$ cat src/irq_pkg.sv
/*
  Shared constants and carriers for the vectored interrupt priority unit:
  register offsets, field positions, reset values, vector addresses.
  Assumes an AXI4-Lite master with 32-bit data and one system clock.
*/
package irq_pkg;

  // ---------------------------------------------------------------
  // Source counts
  // ---------------------------------------------------------------
  localparam int NUM_MASKABLE = 12;               // Maskable sources
  localparam int NUM_SOURCES  = 13;               // Including the NMI

  // ---------------------------------------------------------------
  // Register byte offsets
  // ---------------------------------------------------------------
  localparam logic [7:0] OFS_CTRL   = 8'h00;      // Global enable, watchdog route
  localparam logic [7:0] OFS_EDGE   = 8'h04;      // Pin edge selection
  localparam logic [7:0] OFS_REQ    = 8'h08;      // Request flags, write one clears
  localparam logic [7:0] OFS_MASK   = 8'h0C;      // Mask flags, one masks
  localparam logic [7:0] OFS_VECTOR = 8'h10;      // Current vector, read only
  localparam logic [7:0] OFS_ACK    = 8'h14;      // Acknowledge / end of service
  localparam logic [7:0] OFS_STAT   = 8'h18;      // Sticky event status, W1C
  localparam logic [7:0] OFS_IMASK  = 8'h1C;      // Interrupt-line mask

  // ---------------------------------------------------------------
  // Field positions
  // ---------------------------------------------------------------
  localparam int CTRL_GIE_BIT  = 0;               // Global enable flag
  localparam int CTRL_WDNM_BIT = 1;               // 1: watchdog is non-maskable
  localparam int ACK_TAKE_BIT  = 0;               // Take the pending vector
  localparam int ACK_RETI_BIT  = 1;               // Leave NMI service
  localparam int VEC_VALID_BIT = 31;              // Vector field is valid
  localparam int VEC_NMI_BIT   = 30;              // Pending one is the NMI
  localparam int VEC_SVC_BIT   = 29;              // NMI in service

  // ---------------------------------------------------------------
  // Reset values
  // ---------------------------------------------------------------
  localparam logic [1:0]  CTRL_RESET = 2'h2;      // Enable off, watchdog NMI
  localparam logic [11:0] MASK_RESET = 12'hFFF;   // All sources masked
  localparam logic [3:0]  EDGE_RESET = 4'h0;      // Both pins rising

  // Edge select codes per pin
  localparam logic [1:0] EDGE_RISE = 2'h0;
  localparam logic [1:0] EDGE_FALL = 2'h1;
  localparam logic [1:0] EDGE_BOTH = 2'h2;

  // Vector table, index is priority level
  localparam logic [15:0] VEC_NMI = 16'h0004;
  localparam logic [15:0] VEC_TABLE [NUM_MASKABLE] = '{
    16'h0004, 16'h0006, 16'h0008, 16'h000A, 16'h000C, 16'h000E,
    16'h0010, 16'h0012, 16'h0014, 16'h0016, 16'h0018, 16'h001A};

  // AXI responses
  localparam logic [1:0] RESP_OKAY   = 2'h0;
  localparam logic [1:0] RESP_SLVERR = 2'h2;

  // Internal peripheral pulses that share one clock
  typedef struct packed {
    logic watchdog_overflow_irq;
    logic remote_overflow_irq;
    logic key_scan_irq;
    logic serial_done_irq;
    logic timer_a_match_irq;
    logic timer_b_match_irq;
    logic watch_main_irq;
    logic watch_interval_irq;
  } periph_evt_s;

endpackage

$ cat src/vectored_interrupt_priority_unit.sv
/*
  Vectored interrupt priority unit: thirteen sources, fixed priority,
  vector output toward the core, AXI4-Lite register access.
  Assumes peripheral pulses are on aclk; pins come from outside and are
  synchronised here.
*/
// Function
// - Thirteen sources: one NMI, twelve maskable
// - Watchdog mode 1 overflow raises NMI 0004H
// - Interval mode overflow is maskable level 0
// - Pin edges: a level 1 0006H, b 0008H
// - Remote input rising edge: level 3, 000AH
// - Remote input falling edge: level 4, 000CH
// - Remote timer overflow: level 5, 000EH
// - Key scan pulse: level 6, 0010H
// - Serial transfer done: level 7, 0012H
// - First timer match: level 8, 0014H
// - Second timer match: level 9, 0016H
// - Watch main interrupt: level 10, 0018H
// - Watch interval interrupt: level 11, 001AH
// - Simultaneous maskables served lowest level first
// - Software routes watchdog to NMI or maskable
// - Request and mask per source, global enable
// - Pins a and b detect rising, falling or both edges
module vectored_interrupt_priority_unit (
  input  wire logic                 aclk,
  input  wire logic                 aresetn,
  input  wire logic [7:0]           awaddr,
  input  wire logic                 awvalid,
  output logic                      awready,
  input  wire logic [31:0]          wdata,
  input  wire logic [3:0]           wstrb,
  input  wire logic                 wvalid,
  output logic                      wready,
  output logic [1:0]                bresp,
  output logic                      bvalid,
  input  wire logic                 bready,
  input  wire logic [7:0]           araddr,
  input  wire logic                 arvalid,
  output logic                      arready,
  output logic [31:0]               rdata,
  output logic [1:0]                rresp,
  output logic                      rvalid,
  input  wire logic                 rready,
  input  wire irq_pkg::periph_evt_s periph_evt,
  input  wire logic                 ext_pin_a,
  input  wire logic                 ext_pin_b,
  input  wire logic                 remote_pin,
  output logic                      irq_pending,
  output logic                      nmi_pending,
  output logic [15:0]               vector_addr,
  output logic                      irq
);

  // ---------------------------------------------------------------
  // Pin synchronisers
  // ---------------------------------------------------------------
  logic [2:0] sync_a, sync_b, sync_r;             // Three-stage chains
  logic       last_a, last_b, last_r;             // Last accepted level
  logic [2:0] next_sync_a, next_sync_b, next_sync_r;
  logic       next_last_a, next_last_b, next_last_r;
  logic       stable_a, stable_b, stable_r;       // Stages 2 and 3 agree
  logic       rise_a, fall_a, rise_b, fall_b, rise_r, fall_r;
  logic [1:0] fill_cnt, next_fill_cnt;            // Cycles since reset, stops at full
  logic       primed;                             // Chains hold real samples

  // Shift pins in; a change counts once the late stages agree
  always_comb begin
    next_sync_a = {sync_a[1:0], ext_pin_a};
    next_sync_b = {sync_b[1:0], ext_pin_b};
    next_sync_r = {sync_r[1:0], remote_pin};
    stable_a    = sync_a[1] == sync_a[2];
    stable_b    = sync_b[1] == sync_b[2];
    stable_r    = sync_r[1] == sync_r[2];
    // Until the chains are full, follow them silently so that a pin
    // idling high gives no false edge after reset
    primed        = fill_cnt == 2'h3;
    next_fill_cnt = primed ? fill_cnt : fill_cnt + 2'h1;
    next_last_a = !primed ? sync_a[1] : (stable_a ? sync_a[2] : last_a);
    next_last_b = !primed ? sync_b[1] : (stable_b ? sync_b[2] : last_b);
    next_last_r = !primed ? sync_r[1] : (stable_r ? sync_r[2] : last_r);
    rise_a = primed & stable_a & sync_a[2] & ~last_a;
    fall_a = primed & stable_a & ~sync_a[2] & last_a;
    rise_b = primed & stable_b & sync_b[2] & ~last_b;
    fall_b = primed & stable_b & ~sync_b[2] & last_b;
    rise_r = primed & stable_r & sync_r[2] & ~last_r;
    fall_r = primed & stable_r & ~sync_r[2] & last_r;
  end

  // Register synchroniser state
  always_ff @(posedge aclk) begin
    if (!aresetn) begin
      sync_a <= 3'h0;
      sync_b <= 3'h0;
      sync_r <= 3'h0;
      last_a <= 1'b0;
      last_b <= 1'b0;
      last_r <= 1'b0;
      fill_cnt <= 2'h0;
    end else begin
      fill_cnt <= next_fill_cnt;
      sync_a <= next_sync_a;
      sync_b <= next_sync_b;
      sync_r <= next_sync_r;
      last_a <= next_last_a;
      last_b <= next_last_b;
      last_r <= next_last_r;
    end
  end

  // ---------------------------------------------------------------
  // Control state
  // ---------------------------------------------------------------
  logic [1:0]  ctrl;                              // Enable, watchdog route
  logic [3:0]  edge_sel;                          // Two bits per pin
  logic [11:0] req;                               // Request flags
  logic [11:0] mask_flag;                         // Mask flags
  logic        nmi_req;                           // NMI request
  logic        nmi_in_service_flag;               // NMI being served
  logic [3:0]  stat;                              // Sticky events
  logic [3:0]  imask;                             // Line mask
  logic        global_enable_flag;
  logic        wd_is_nmi;
  logic [11:0] raw_evt;                           // Per-level triggers
  logic        pin_a_hit, pin_b_hit;

  assign global_enable_flag = ctrl[irq_pkg::CTRL_GIE_BIT];
  assign wd_is_nmi          = ctrl[irq_pkg::CTRL_WDNM_BIT];

  // Edge qualification per selected mode
  function automatic logic pin_hit(input logic [1:0] sel, input logic r, input logic f);
    logic res;
    res = 1'b0;
    case (sel)
      irq_pkg::EDGE_RISE: res = r;
      irq_pkg::EDGE_FALL: res = f;
      irq_pkg::EDGE_BOTH: res = r | f;
      default:            res = 1'b0;
    endcase
    return res;
  endfunction

  assign pin_a_hit = pin_hit(edge_sel[1:0], rise_a, fall_a);
  assign pin_b_hit = pin_hit(edge_sel[3:2], rise_b, fall_b);

  // Map sources onto priority levels 0..11
  always_comb begin
    raw_evt[0]  = periph_evt.watchdog_overflow_irq & ~wd_is_nmi;
    raw_evt[1]  = pin_a_hit;
    raw_evt[2]  = pin_b_hit;
    raw_evt[3]  = rise_r;
    raw_evt[4]  = fall_r;
    raw_evt[5]  = periph_evt.remote_overflow_irq;
    raw_evt[6]  = periph_evt.key_scan_irq;
    raw_evt[7]  = periph_evt.serial_done_irq;
    raw_evt[8]  = periph_evt.timer_a_match_irq;
    raw_evt[9]  = periph_evt.timer_b_match_irq;
    raw_evt[10] = periph_evt.watch_main_irq;
    raw_evt[11] = periph_evt.watch_interval_irq;
  end

  // ---------------------------------------------------------------
  // Priority selection
  // ---------------------------------------------------------------
  logic [11:0] qual;                              // Qualifying requests
  logic        any_qual;
  logic [3:0]  win_lvl;
  logic        next_irq_pending, next_nmi_pending, next_irq;
  logic [15:0] next_vector_addr;

  // Lowest qualifying level wins; NMI overrides all maskables
  always_comb begin
    qual     = req & ~mask_flag & {12{global_enable_flag}};
    any_qual = |qual;
    win_lvl  = 4'h0;
    for (int i = irq_pkg::NUM_MASKABLE - 1; i >= 0; i--) begin
      if (qual[i]) begin
        win_lvl = 4'(i);
      end
    end
    next_nmi_pending = nmi_req & ~nmi_in_service_flag;
    next_irq_pending = any_qual | next_nmi_pending;
    if (next_nmi_pending) begin
      next_vector_addr = irq_pkg::VEC_NMI;
    end else if (any_qual) begin
      next_vector_addr = irq_pkg::VEC_TABLE[win_lvl];
    end else begin
      next_vector_addr = 16'h0000;
    end
    next_irq = |(stat & ~imask);
  end

  // ---------------------------------------------------------------
  // AXI4-Lite slave
  // ---------------------------------------------------------------
  logic        aw_held, w_held;                   // Captured halves
  logic [7:0]  aw_addr;
  logic [31:0] w_data;
  logic [3:0]  w_strb;
  logic        next_aw_held, next_w_held, next_bvalid, next_rvalid;
  logic [7:0]  next_aw_addr;
  logic [31:0] next_w_data, next_rdata;
  logic [3:0]  next_w_strb;
  logic [1:0]  next_bresp, next_rresp;
  logic        do_write, do_read;
  logic [1:0]  next_ctrl;
  logic [3:0]  next_edge_sel, next_stat, next_imask, evt4;
  logic [11:0] next_req, next_mask_flag, clr_req;
  logic        next_nmi_req, next_nmi_in_service_flag, take, reti;

  // Decode bus traffic and update every flag
  always_comb begin
    next_aw_held = aw_held | (awvalid & awready);
    next_w_held  = w_held | (wvalid & wready);
    next_aw_addr = (awvalid & awready) ? awaddr : aw_addr;
    next_w_data  = (wvalid & wready) ? wdata : w_data;
    next_w_strb  = (wvalid & wready) ? wstrb : w_strb;
    do_write     = next_aw_held & next_w_held & ~bvalid;
    next_bvalid  = bvalid & ~bready;
    next_bresp   = bresp;
    next_ctrl = ctrl;
    next_edge_sel = edge_sel;
    next_mask_flag = mask_flag;
    next_imask = imask;
    clr_req = 12'h000;
    next_stat = stat;
    take = 1'b0;
    reti = 1'b0;
    if (do_write) begin
      next_aw_held = 1'b0;
      next_w_held  = 1'b0;
      next_bvalid  = 1'b1;
      next_bresp   = irq_pkg::RESP_OKAY;
      case (next_aw_addr)
        irq_pkg::OFS_CTRL:  if (next_w_strb[0]) next_ctrl = next_w_data[1:0];
        irq_pkg::OFS_EDGE:  if (next_w_strb[0]) next_edge_sel = next_w_data[3:0];
        irq_pkg::OFS_REQ:   clr_req = next_w_data[11:0];
        irq_pkg::OFS_MASK:  next_mask_flag = next_w_data[11:0];
        irq_pkg::OFS_VECTOR: ;
        irq_pkg::OFS_ACK: begin
          take = next_w_data[irq_pkg::ACK_TAKE_BIT];
          reti = next_w_data[irq_pkg::ACK_RETI_BIT];
        end
        irq_pkg::OFS_STAT:  next_stat = stat & ~next_w_data[3:0];
        irq_pkg::OFS_IMASK: next_imask = next_w_data[3:0];
        default:            next_bresp = irq_pkg::RESP_SLVERR;
      endcase
    end
    // Taking the vector clears the served request; taking the NMI opens NMI service
    next_nmi_in_service_flag = nmi_in_service_flag;
    if (take && nmi_pending) begin
      next_nmi_in_service_flag = 1'b1;
      clr_req = 12'h000;
    end else if (take && irq_pending) begin
      clr_req = clr_req | (12'h001 << win_lvl);
    end
    if (reti) begin
      next_nmi_in_service_flag = 1'b0;
    end
    // Set wins over clear
    next_req = (req & ~clr_req) | raw_evt;
    next_nmi_req = (nmi_req & ~(take & nmi_pending))
                 | (periph_evt.watchdog_overflow_irq & wd_is_nmi);
    // Events: NMI raised, maskable raised, served, write bus error
    evt4 = {do_write & (next_bresp == irq_pkg::RESP_SLVERR), take & irq_pending,
            |raw_evt, periph_evt.watchdog_overflow_irq & wd_is_nmi};
    next_stat = next_stat | evt4;
    // Reads
    do_read    = arvalid & arready;
    next_rvalid = rvalid & ~rready;
    next_rdata  = rdata;
    next_rresp  = rresp;
    if (do_read) begin
      next_rvalid = 1'b1;
      next_rresp  = irq_pkg::RESP_OKAY;
      case (araddr)
        irq_pkg::OFS_CTRL:   next_rdata = {30'h0, ctrl};
        irq_pkg::OFS_EDGE:   next_rdata = {28'h0, edge_sel};
        irq_pkg::OFS_REQ:    next_rdata = {20'h0, req};
        irq_pkg::OFS_MASK:   next_rdata = {20'h0, mask_flag};
        irq_pkg::OFS_VECTOR: next_rdata = {irq_pending, nmi_pending, nmi_in_service_flag,
                                           13'h0, vector_addr};
        irq_pkg::OFS_ACK:    next_rdata = 32'h0;
        irq_pkg::OFS_STAT:   next_rdata = {28'h0, stat};
        irq_pkg::OFS_IMASK:  next_rdata = {28'h0, imask};
        default: begin
          next_rdata = 32'h0;
          next_rresp = irq_pkg::RESP_SLVERR;
        end
      endcase
    end
  end

  // Register all bus and control state
  always_ff @(posedge aclk) begin
    if (!aresetn) begin
      aw_held <= 1'b0;
      w_held  <= 1'b0;
      aw_addr <= 8'h00;
      w_data  <= 32'h0;
      w_strb  <= 4'h0;
      bvalid  <= 1'b0;
      bresp   <= 2'h0;
      rvalid  <= 1'b0;
      rdata   <= 32'h0;
      rresp   <= 2'h0;
      awready <= 1'b0;
      wready  <= 1'b0;
      arready <= 1'b0;
      ctrl      <= irq_pkg::CTRL_RESET;
      edge_sel  <= irq_pkg::EDGE_RESET;
      req       <= 12'h000;
      mask_flag <= irq_pkg::MASK_RESET;
      nmi_req   <= 1'b0;
      nmi_in_service_flag <= 1'b0;
      stat  <= 4'h0;
      imask <= 4'hF;
      irq_pending <= 1'b0;
      nmi_pending <= 1'b0;
      vector_addr <= 16'h0000;
      irq <= 1'b0;
    end else begin
      aw_held <= next_aw_held;
      w_held  <= next_w_held;
      aw_addr <= next_aw_addr;
      w_data  <= next_w_data;
      w_strb  <= next_w_strb;
      bvalid  <= next_bvalid;
      bresp   <= next_bresp;
      rvalid  <= next_rvalid;
      rdata   <= next_rdata;
      rresp   <= next_rresp;
      awready <= ~next_aw_held & ~next_bvalid;
      wready  <= ~next_w_held & ~next_bvalid;
      arready <= ~next_rvalid & ~(arvalid & arready);
      ctrl      <= next_ctrl;
      edge_sel  <= next_edge_sel;
      req       <= next_req;
      mask_flag <= next_mask_flag;
      nmi_req   <= next_nmi_req;
      nmi_in_service_flag <= next_nmi_in_service_flag;
      stat  <= next_stat;
      imask <= next_imask;
      irq_pending <= next_irq_pending;
      nmi_pending <= next_nmi_pending;
      vector_addr <= next_vector_addr;
      irq <= next_irq;
    end
  end
endmodule

$ cat config.mk
export PLATFORM = sky130hd
export DESIGN_NAME = vectored_interrupt_priority_unit
export DESIGN_NICKNAME = d
export VERILOG_FILES = /design/src/irq_pkg.sv /design/src/vectored_interrupt_priority_unit.sv
export SDC_FILE = /design/constraint.sdc
export NUM_CORES = 1
export LEC_CHECK = 0
export BUFFER_PORTS_ARGS = -buffer_cell sky130_fd_sc_hd__buf_2
export CAP_MARGIN = 25
export CORE_MARGIN = 2
export CORE_UTILIZATION = 35
export DETAILED_ROUTE_END_ITERATION = 8
export PLACE_DENSITY = 0.61
export SLEW_MARGIN = 20
export SYNTH_ARGS = -nofsm -noshare
export SYNTH_HDL_FRONTEND = slang
export SYNTH_SLANG_ARGS = --single-unit
$ cat constraint.sdc
create_clock -name aclk -period 2.93 [get_ports aclk]
set_clock_uncertainty 0.1 [all_clocks]
set_input_delay 0.1465 -clock aclk [delete_from_list [all_inputs] [get_ports aclk]]
set_output_delay 0.1465 -clock aclk [all_outputs]
set_load 0.01 [all_outputs]
==> flow_metrics.tcl, run 1 <==
set metrics [dict create \
    rsz0062_at_grt "no" \
    drv_cap 0 \
    power.leakage_nw 2.51 \
    worstSetupPathType "flop to flop" \
    nNetsFinal 754 \
    cp_cell_sequence "and2_4 > nand3b_1 > a2111oi_4 > nand4bb_1 > nor4b_1 > o22ai_1" \
    cts_root_buffer "clkbuf_16" \
    chipHeight_um 126 \
    core-area_um2 14500 \
    wl_per_cell_um 15.6 \
    cts_max_path_buffers 2 \
    maxSlewHeadroom 0.531 \
    dieWidth_um 126 \
    cts_setup_buffers 0 \
    r2r_end "req[3]" \
    yosysWarnings 0 \
    powerDensity_nw_per_um2 518 \
    ys_seq_area_frac 0.414 \
    cp_max_fo 13 \
    min_to "nmi_req" \
    grt_antenna_before_repair 1 \
    fp-row-count 44 \
    setup_viol 0 \
    p_total_mw 3.17 \
    r2r.worst_path.cells 6 \
    crit_path_max_incr_delay_ns 0.55 \
    wirelength_mm 13.6 \
    io_buffers 76 \
    ant_nets 0 \
    stdcell_area_um2 6120 \
    cts_tree "built" \
    crit_path_start_kind "flop" \
    hold_depth 3 \
    synth_cells 597 \
    crit_buf_inv 0 \
    slowest_stage "dfxtp_1" \
    clkTransAtPathRegs_ns 0.07 \
    hold_start "periph_evt[7]" \
    post_cts_resized 0 \
    tightestPinTransition_ns 0.703 \
    required_ns 3.06 \
    routed-via-count 4594 \
    gp_congestion 0.857 \
    ctsHtreeMaxLevel 3 \
    firstDrtPassIters 5 \
    clock.fmax_mhz 394 \
    finalNonFillerCells 872 \
    grt_pass1_wl_mm 22.3 \
    holdCritPathClass "input port to flop" \
    ys_ff_latch 107 \
    grt_max_degree 58 \
    netlist_area_um2 5180 \
    setup_ws_ns 0.393 \
    grt.total_usage 0.173 \
    drive_above_1_share 0.185 \
    synth-async-reset-ratio 0 \
    numClockSinks 107 \
    final_common_cell "dfxtp_1" \
    worst_ep_arrival_time_ns 2.67 \
    hold_viol 0 \
    rrSetupSlack_ns 0.39 \
    peakVddDrop_uv 285 \
    cts_buffers 9 \
    drc_errors 0 \
    slew_violations 0 \
    dp.cells 837 \
    period_minus_slack_ns 2.54 \
    dieArea_um2 15800 \
    r2r-start "awready" \
    final_util 0.422 \
    postPlaceCellArea_um2 5620 \
    syn_to_final_growth_pct 18.2 \
    ys_types 67 \
    synth_edf_count 0 \
    grt-ovfl-total 0 \
    clk_latency_ns 0.35 \
    hold_ws_ns 0.00637 \
    place_ws_ns 0.405 \
    io_pins 130 \
    crit_family "simple AND/OR/NAND/NOR gates" \
    postCtsHoldBufs 18 \
    grt_pass1_vias 4399 \
    synth_ff_type "dfxtp_1" \
    avgViaCountPerCell 5.27 \
    initial_core_util 0.358 \
    status "finished, final reports clean" \
    worst_setup_path_end_kind "flop" \
    drt-initial-drc-count 299 \
    dp_hpwl_mm 10.1 \
    period_share 0.866 \
    postSynthAreaPerCell_um2 8.67 \
    layout_common_cells "107 x dfxtp_1, 76 x buf_2, 67 x nand2_1" \
    fin_tns_setup_ns 0 \
]
state kept, by name (all words and copies together) (netlist names), 2 cells and up:
name / count
rdata: 15
mask_flag: 12
req: 12
w_data: 12
aw_addr: 8
edge_sel: 4
imask: 4
stat: 4
vector_addr: 4
sync_a: 3
sync_b: 3
sync_r: 3
bresp: 2
ctrl: 2
fill_cnt: 2
synthesized netlist by cell type (all sizes together) (3+ instances only):
master / number / share of area
a211oi: 6 / 0.015
a21o: 5 / 0.0073
a21oi: 46 / 0.046
a22o: 10 / 0.017
a22oi: 14 / 0.020
a31oi: 10 / 0.012
and2: 18 / 0.022
and3: 7 / 0.0085
buf: 41 / 0.056
clkbuf: 17 / 0.012
dfxtp: 107 / 0.41
inv: 14 / 0.010
mux2: 9 / 0.020
mux2i: 18 / 0.035
nand2: 69 / 0.051
nand2b: 16 / 0.019
nand3: 16 / 0.016
nand3b: 5 / 0.0073
nand4b: 3 / 0.0051
nor2: 39 / 0.028
nor2b: 16 / 0.019
nor3: 13 / 0.014
nor4: 5 / 0.0089
o211ai: 17 / 0.025
o21ai: 25 / 0.024
o221ai: 5 / 0.0085
o22ai: 7 / 0.0085
or3: 5 / 0.0070
kinds of logic (layout without fill, tap and decap cells):
logic type	count (synthesis)	count (layout)	synth area share
AND/OR/NAND/NOR	223	223	0.226
AO/OA/AOI/OAI	164	164	0.220
flip-flops	107	107	0.414
buffers and inverters	72	133	0.0788
multiplexers	27	27	0.0544
adder cells (fa/ha/maj)	2	2	0.00483
other	1	31	0.000724
XOR/XNOR	1	1	0.00169
area by class of cell:
type | instances | area, um2
fill | 1454 | 8360
multi-input combinational | 447 | 2740
sequential | 107 | 2140
timing repair buffer | 103 | 641
clock buffer | 12 | 267
tap | 184 | 230
inverter | 14 | 52.6
clock inverter | 4 | 47.5
antenna | 1 | 2.50
where the power goes:
| group | leakage (nW) | switching (mW) | internal [mW] | total [mW] |
|---|---|---|---|---|
| combinational | 1.48 | 0.211 | 0.141 | 0.352 |
| sequential | 0.873 | 0.0444 | 1.51 | 1.55 |
| clock | 0.155 | 0.534 | 0.730 | 1.26 |
how the worst max path moves through the flow:
stage / startpoint / end / cells after the start / slack (ns)
final: awready / req[3] / 6 / 0.39
after global routing: awready / req[3] / 6 / 0.13
after CTS: awready / req[3] / 6 / 0.39
after detailed placement: awready / req[3] / 6 / 0.40
after global placement: awready / req[3] / 6 / 0.44
after floorplan: awready / req[9] / 8 / 0.85
worst register-to-register path, cell delays in order (launching register included):
cell,delay (ns)
dfxtp_1,0.55
and2_4,0.32
nand3b_1,0.17
a2111oi_4,0.50
nand4bb_1,0.33
nor4b_1,0.35
o22ai_1,0.10
metal layers:
metal | GRT usage | vias up | share of wire
met4 | 0.0660 | 0 | 0.019
met1 | 0.233 | 2143 | 0.46
met5 | 0 | - | 0
met3 | 0.0306 | 22 | 0.066
li1 | - | 2261 | -
met2 | 0.277 | 168 | 0.45
Power figures use the tool's default switching activity.
==> inputs of run 2 (changes only) <==
--- a/config.mk
+++ b/config.mk
@@ -5,12 +5,13 @@
 export SDC_FILE = /design/constraint.sdc
 export NUM_CORES = 1
 export LEC_CHECK = 0
+export ABC_AREA = 1
 export BUFFER_PORTS_ARGS = -buffer_cell sky130_fd_sc_hd__buf_2
 export CAP_MARGIN = 25
 export CORE_MARGIN = 2
 export CORE_UTILIZATION = 35
 export DETAILED_ROUTE_END_ITERATION = 8
-export PLACE_DENSITY = 0.61
+export PLACE_DENSITY = 0.62
 export SLEW_MARGIN = 20
 export SYNTH_ARGS = -nofsm -noshare
 export SYNTH_HDL_FRONTEND = slang
==> run 2 against run 1 <==
Effect of this change:
- critical path depth up 5
- final area fell by 1.9%
- critical endpoint is now req[1]
- clock-buffer cell count shrank 3
- synthesized cell count is 16% higher
- largest cell class unchanged
- first-iteration DRC count fell by 7.0%
- combinational power is 12% higher
==> flow_metrics.tcl, run 2 <==
set metrics [dict create \
    crit_family "simple AND/OR/NAND/NOR gates" \
    nNetsFinal 860 \
    synth_common_cells "145 x nand2_1, 107 x dfxtp_1, 89 x inv_1, 70 x nor2_1, 51 x a21oi_1" \
    required_ns 3.05 \
    wirelength_mm 12.9 \
    worst_setup_path_end_kind "flop" \
    drive_above_1_share 0.166 \
    clock.fmax_mhz 418 \
    crit_path_start_kind "flop" \
    power.leakage_nw 2.94 \
    status "finished, final reports clean" \
    cts_max_path_buffers 2 \
    dieArea_um2 15500 \
    postSynthAreaPerCell_um2 7.31 \
    synth-compound-area-share 0.163 \
    worst_ep_arrival_time_ns 2.51 \
    largest_reg_flops 15 \
    grt_max_degree 37 \
    drc_errors 0 \
    grt.total_usage 0.169 \
    crit_path_max_incr_delay_ns 0.55 \
    yosysWarnings 0 \
    synth_edf_count 0 \
    synth-async-reset-ratio 0 \
    hold_viol 0 \
    yosysTopAreaCellShare 0.422 \
    ctsHtreeMaxLevel 3 \
    synth.mux.area_fraction 0.0158 \
    synth_most_common_cell "nand2_1" \
    synth_cells 695 \
    worstSetupPathType "flop to flop" \
    synth_top_area_cell "dfxtp_1" \
    period_share 0.817 \
    routed-via-count 4568 \
    p_sw_frac 0.263 \
    powerDensity_nw_per_um2 524 \
    maxSlewHeadroom 0.549 \
    postCtsHoldBufs 18 \
    synthSimpleGateAreaFrac 0.256 \
    clk_latency_ns 0.35 \
    synth_fa_ha_area_frac 0.00493 \
    holdCritPathClass "input port to flop" \
    netlist_area_um2 5080 \
    post_cts_resized 0 \
    setup_viol 0 \
    initial_core_util 0.353 \
    dp_hpwl_mm 9.62 \
    grt_antenna_before_repair 0 \
    synth_top_family_by_area "simple AND/OR/NAND/NOR gates" \
    path_common_cell "nand2_1" \
    dieWidth_um 124 \
    cts_buffers 9 \
    clkTransAtPathRegs_ns 0.07 \
    rsz0062_at_grt "no" \
    tightestPinTransition_ns 0.674 \
    slew_violations 0 \
    avgViaCountPerCell 4.68 \
    largest-register "rdata" \
    diodes 0 \
    peakVddDrop_uv 351 \
    core-area_um2 14400 \
    gp_congestion 0.885 \
    grt_pass1_vias 4178 \
    final_common_cell "nand2_1" \
    io_buffers 76 \
    cts_root_buffer "clkbuf_16" \
    numClockSinks 107 \
    slowest_stage "dfxtp_1" \
    ys_ff_latch 107 \
    fp-row-count 44 \
    stdcell_area_um2 6000 \
    ys_types 49 \
    io_pins 130 \
    firstDrtPassIters 4 \
    netlist_top_cells_area "dfxtp_1 42%, nand2_1 11%, inv_1 6.6%" \
    drv_cap 0 \
    p_comb_frac 0.125 \
    ant_nets 0 \
    wl_per_cell_um 13.2 \
    grt-ovfl-total 0 \
    grt_pass1_wl_mm 21.1 \
    cts_setup_buffers 0 \
    crit_buf_inv 2 \
    p_total_mw 3.15 \
    ys_seq_area_frac 0.422 \
    chipHeight_um 124 \
    power.internal_mw 2.32 \
    pwr-share-clk 0.383 \
    cp_max_fo 10 \
    fin_tns_setup_ns 0 \
    syn_to_final_growth_pct 18.2 \
    cts_tree "built" \
    p_sw_mw 0.826 \
    synth_ff_type "dfxtp_1" \
    period_minus_slack_ns 2.39 \
    synth-xor-area-share 0.00172 \
    nFillCells 1555 \
    drt-initial-drc-count 278 \
    seq_power_share 0.492 \
    layout_common_cells "145 x nand2_1, 107 x dfxtp_1, 88 x inv_1" \
    cp_cell_sequence "inv_2 > nor3_1 > nor2_1 > o21ai_0 > a21oi_4 > inv_1 > nand4_1 > o21bai_1 > nand2_1 > nand2_1 > a21oi_1" \
    postPlaceCellArea_um2 5530 \
]
run 2: cell types whose count changed after synthesis, sizes merged, moves of 10 or more:
cell	delta
inv	+80
and2	-18
nor2b	-16
nand3	+12
nand2	+83
nand2b	-16
a22oi	-14
nor2	+38
mux2i	-10
o21ai	+19
run 2: area by class of cell:
| class | instances | area [um2] | share of cell area |
|---|---|---|---|
| Clock buffer | 9 | 225 | 0.0375 |
| Timing Repair Buffer | 103 | 628 | 0.105 |
| Multi-Input combinational cell | 473 | 2350 | 0.392 |
| Clock inverter | 7 | 68.8 | 0.0115 |
| Sequential cell | 107 | 2140 | 0.357 |
| Tap cell | 184 | 230 | 0.0384 |
| Inverter | 94 | 355 | 0.0592 |
run 2: logic make-up (layout without fill, tap and decap cells):
family                     after synthesis  in the layout
adders and majority gates                2              2
DFF                                    107            107
buffers and inverters                  144            213
other                                    1             30
xor gates and xnor gates                 1              1
AOI/OAI and AO/OA                      138            138
muxes                                    8              8
and+or+nand+nor                        294            294
run 2: worst register-to-register path, cell delays in order, from the launching register on:
cell,delay (ns)
dfxtp_1,0.55
inv_2,0.12
nor3_1,0.36
nor2_1,0.09
o21ai_0,0.15
a21oi_4,0.15
inv_1,0.22
nand4_1,0.17
o21bai_1,0.16
nand2_1,0.09
nand2_1,0.07
a21oi_1,0.05
run 2: power by group through the flow:
stage	clock network [mW]	logic (mW)	registers [mW]
2_1_floorplan	0	0.284	1.58
4_1_cts	1.24	0.395	1.55
3_5_place_dp	0	0.375	1.58
5_1_grt	1.29	0.448	1.56
6_report	1.20	0.393	1.55
3_3_place_gp	0	0.372	1.58
run 2: layer usage:
metal | global-route usage | vias up | share of wire
met1 | 0.234 | 2046 | 0.50
met2 | 0.254 | 128 | 0.43
met4 | 0.0661 | 0 | 0.016
li1 | - | 2379 | -
met5 | 0 | - | 0
met3 | 0.0421 | 15 | 0.055
run 2: worst paths after layout:
path              startpoint         to  slack [ns]  depth (start not counted)
hold reg to reg    sync_a[0]  sync_a[1]        0.31                          2
hold / removal      wdata[7]  w_data[7]       0.007                          3
setup reg to reg     ctrl[0]     req[1]        0.54                         11
setup / recovery     ctrl[0]     req[1]        0.54                         11
run 2: metrics by stage:
step	setup slack, ns	cells	util	hold slack [ns]
2_1_floorplan	0.913	724	-	0.144
3_3_place_gp	0.563	943	0.385	0.238
3_5_place_dp	0.577	943	0.385	0.237
4_1_cts	0.554	977	0.418	0.00133
5_1_grt	0.198	977	0.418	0.0223
6_report	0.535	977	0.418	0.00666
==> inputs of run 3 (changes only) <==
==> constraint.sdc (replaced) <==
create_clock -name aclk -period 2.4 [get_ports aclk]
set_clock_uncertainty 0.1 [all_clocks]
set_input_delay 0.12 -clock aclk [delete_from_list [all_inputs] [get_ports aclk]]
set_output_delay 0.12 -clock aclk [all_outputs]
set_load 0.01 [all_outputs]
==> run 3 against run 2 <==
Effect of this change:
- worst setup slack got worse by 0.38 ns
- routed wire length increased by 0.24%
- clock-buffer cell count did not move
- cell count is 1.5% higher
- highest routed layer unchanged
- final area up 2.4%
- combinational power up 32%
- die area stayed put
- first-iteration DRC count fell by 4.3%
- sequential share of layout area is 0.75 points lower
- global-route usage decreased by 0.30 points
- flip-flop and latch count unchanged
- core utilization is 1.0 points higher
==> flow_metrics.tcl, run 3 (synthesized netlist as in run 2, its figures left out) <==
set metrics [dict create \
    largest-register "rdata" \
    period_share 0.937 \
    avgViaCountPerCell 4.65 \
    cts_max_path_buffers 2 \
    slew_violations 0 \
    p_total_mw 3.77 \
    worstSetupPathType "flop to flop" \
    pwr-share-clk 0.359 \
    cts_buffers 9 \
    routed-via-count 4610 \
    hold_start "wdata[9]" \
    dieWidth_um 124 \
    wirelength_mm 12.9 \
    dp.cells 949 \
    ctsHtreeMaxLevel 3 \
    clkTransAtPathRegs_ns 0.07 \
    required_ns 2.55 \
    firstDrtPassIters 5 \
    dp_hpwl_mm 9.82 \
    r2r-start "awready" \
    syn_to_final_growth_pct 21.0 \
    clock.fmax_mhz 445 \
    p_comb_frac 0.138 \
    grt_pass1_wl_mm 20.9 \
    worst_setup_path_end_kind "flop" \
    setup_viol 0 \
    power.internal_mw 2.75 \
    diodes 0 \
    drt-initial-drc-count 266 \
    power.leakage_nw 2.99 \
    nNetsFinal 876 \
    grt.total_usage 0.166 \
    seq_power_share 0.503 \
    cts_tree "built" \
    hold_viol 0 \
    grt_max_degree 32 \
    rsz0062_at_grt "yes" \
    crit_path_start_kind "flop" \
    io_buffers 76 \
    powerDensity_nw_per_um2 613 \
    nFillCells 1514 \
    finalNonFillerCells 992 \
    worst_ep_arrival_time_ns 2.40 \
    grt_pass1_vias 4267 \
    place_ws_ns 0.125 \
    clk_latency_ns 0.35 \
    io_pins 130 \
    drive_above_1_share 0.183 \
    peakVddDrop_uv 372 \
    wl_per_cell_um 13.0 \
    tightestPinTransition_ns 0.597 \
    chipHeight_um 124 \
    final-seq-area_um2 2150 \
    drc_errors 0 \
    fin_tns_setup_ns 0 \
    setup_ws_ns 0.151 \
    largest_reg_flops 15 \
    ant_nets 0 \
    cp_max_fo 5 \
    grt-ovfl-total 0 \
    final_common_cell "nand2_1" \
    multi_input_area_um2 2390 \
    period_minus_slack_ns 2.25 \
    cts_root_buffer "clkbuf_16" \
    status "finished, final reports clean" \
    initial_core_util 0.353 \
    dieArea_um2 15500 \
    startpoint "awready" \
    maxSlewHeadroom 0.598 \
    grt_antenna_before_repair 0 \
    p_sw_mw 1.02 \
    p_sw_frac 0.270 \
    hold_ws_ns 0.0165 \
    drv_cap 0 \
    holdCritPathClass "input port to flop" \
    fp-row-count 44 \
    numClockSinks 107 \
    gp_congestion 0.916 \
    core-area_um2 14400 \
    layout_common_cells "145 x nand2_1, 105 x dfxtp_1, 88 x inv_1" \
]
[run 3: cell types whose count changed in the layout (fill, tap and decap cells not counted), sizes merged]
cell and change:
bufinv -1, nand2 +1, dlygate4sd3 +6, clkinv -2, buf +9, clkinvlp +2
[run 3: worst max-delay path, cell delays in order (launching register included)]
cell,delay [ns]
dfxtp_4,0.37
nand2_4,0.08
or2_4,0.25
o21ai_4,0.08
nand2_4,0.07
nor3_4,0.23
nand2_2,0.13
nor2_4,0.17
nand2_4,0.11
nor2_4,0.13
inv_2,0.06
nor2_2,0.09
o21ai_1,0.07
a21oi_1,0.15
nor2_1,0.05
[run 3: through the flow]
| step | area (um2) | util |
|---|---|---|
| 6_report | 6140 | 0.428 |
| 5_1_grt | 6140 | 0.428 |
| 4_1_cts | 6080 | 0.423 |
| 3_5_place_dp | 5570 | 0.388 |
| 3_3_place_gp | 5570 | 0.388 |
| 2_1_floorplan | 5190 | - |
[run 3: per-layer routing]
metal  routed length [um]  vias up  GRT usage
met2                 5540      118      0.259
li1                     -     2406          -
met3                  706        9     0.0438
met1                 6510     2077      0.232
met4                  125        0     0.0350
met5                    0        -          0
[run 3: power groups by stage]
stage	clock network, mW	registers [mW]	logic [mW]
after floorplan	0	1.93	0.346
after global placement	0	1.93	0.464
after detailed placement	0	1.93	0.468
after CTS	1.40	1.89	0.499
after global routing	1.47	1.90	0.581
final	1.35	1.89	0.519
[run 3: area by class of cell]
type                       count  share of cell area
clock buffer                   9              0.0367
clock inverter                 6             0.00713
inverter                      94              0.0578
multi-input combinational    474               0.389
sequential                   107               0.349
tap                          184              0.0375
timing repair buffer         118               0.123
[run 3: worst paths after layout]
path / to / slack (ns) / cells past startpoint
min reg2reg: sync_b[1] / 0.31 / 2
max reg2reg: req[7] / 0.15 / 14
min: w_data[9] / 0.02 / 3
max: req[7] / 0.15 / 14
[run 3: repair_timing]
action	in CTS	in global routing
endpoints found under the setup margin	0	17
hold buffers	24	0
hold endpoints to repair	26	0
resized for setup	0	10
setup buffers	0	3
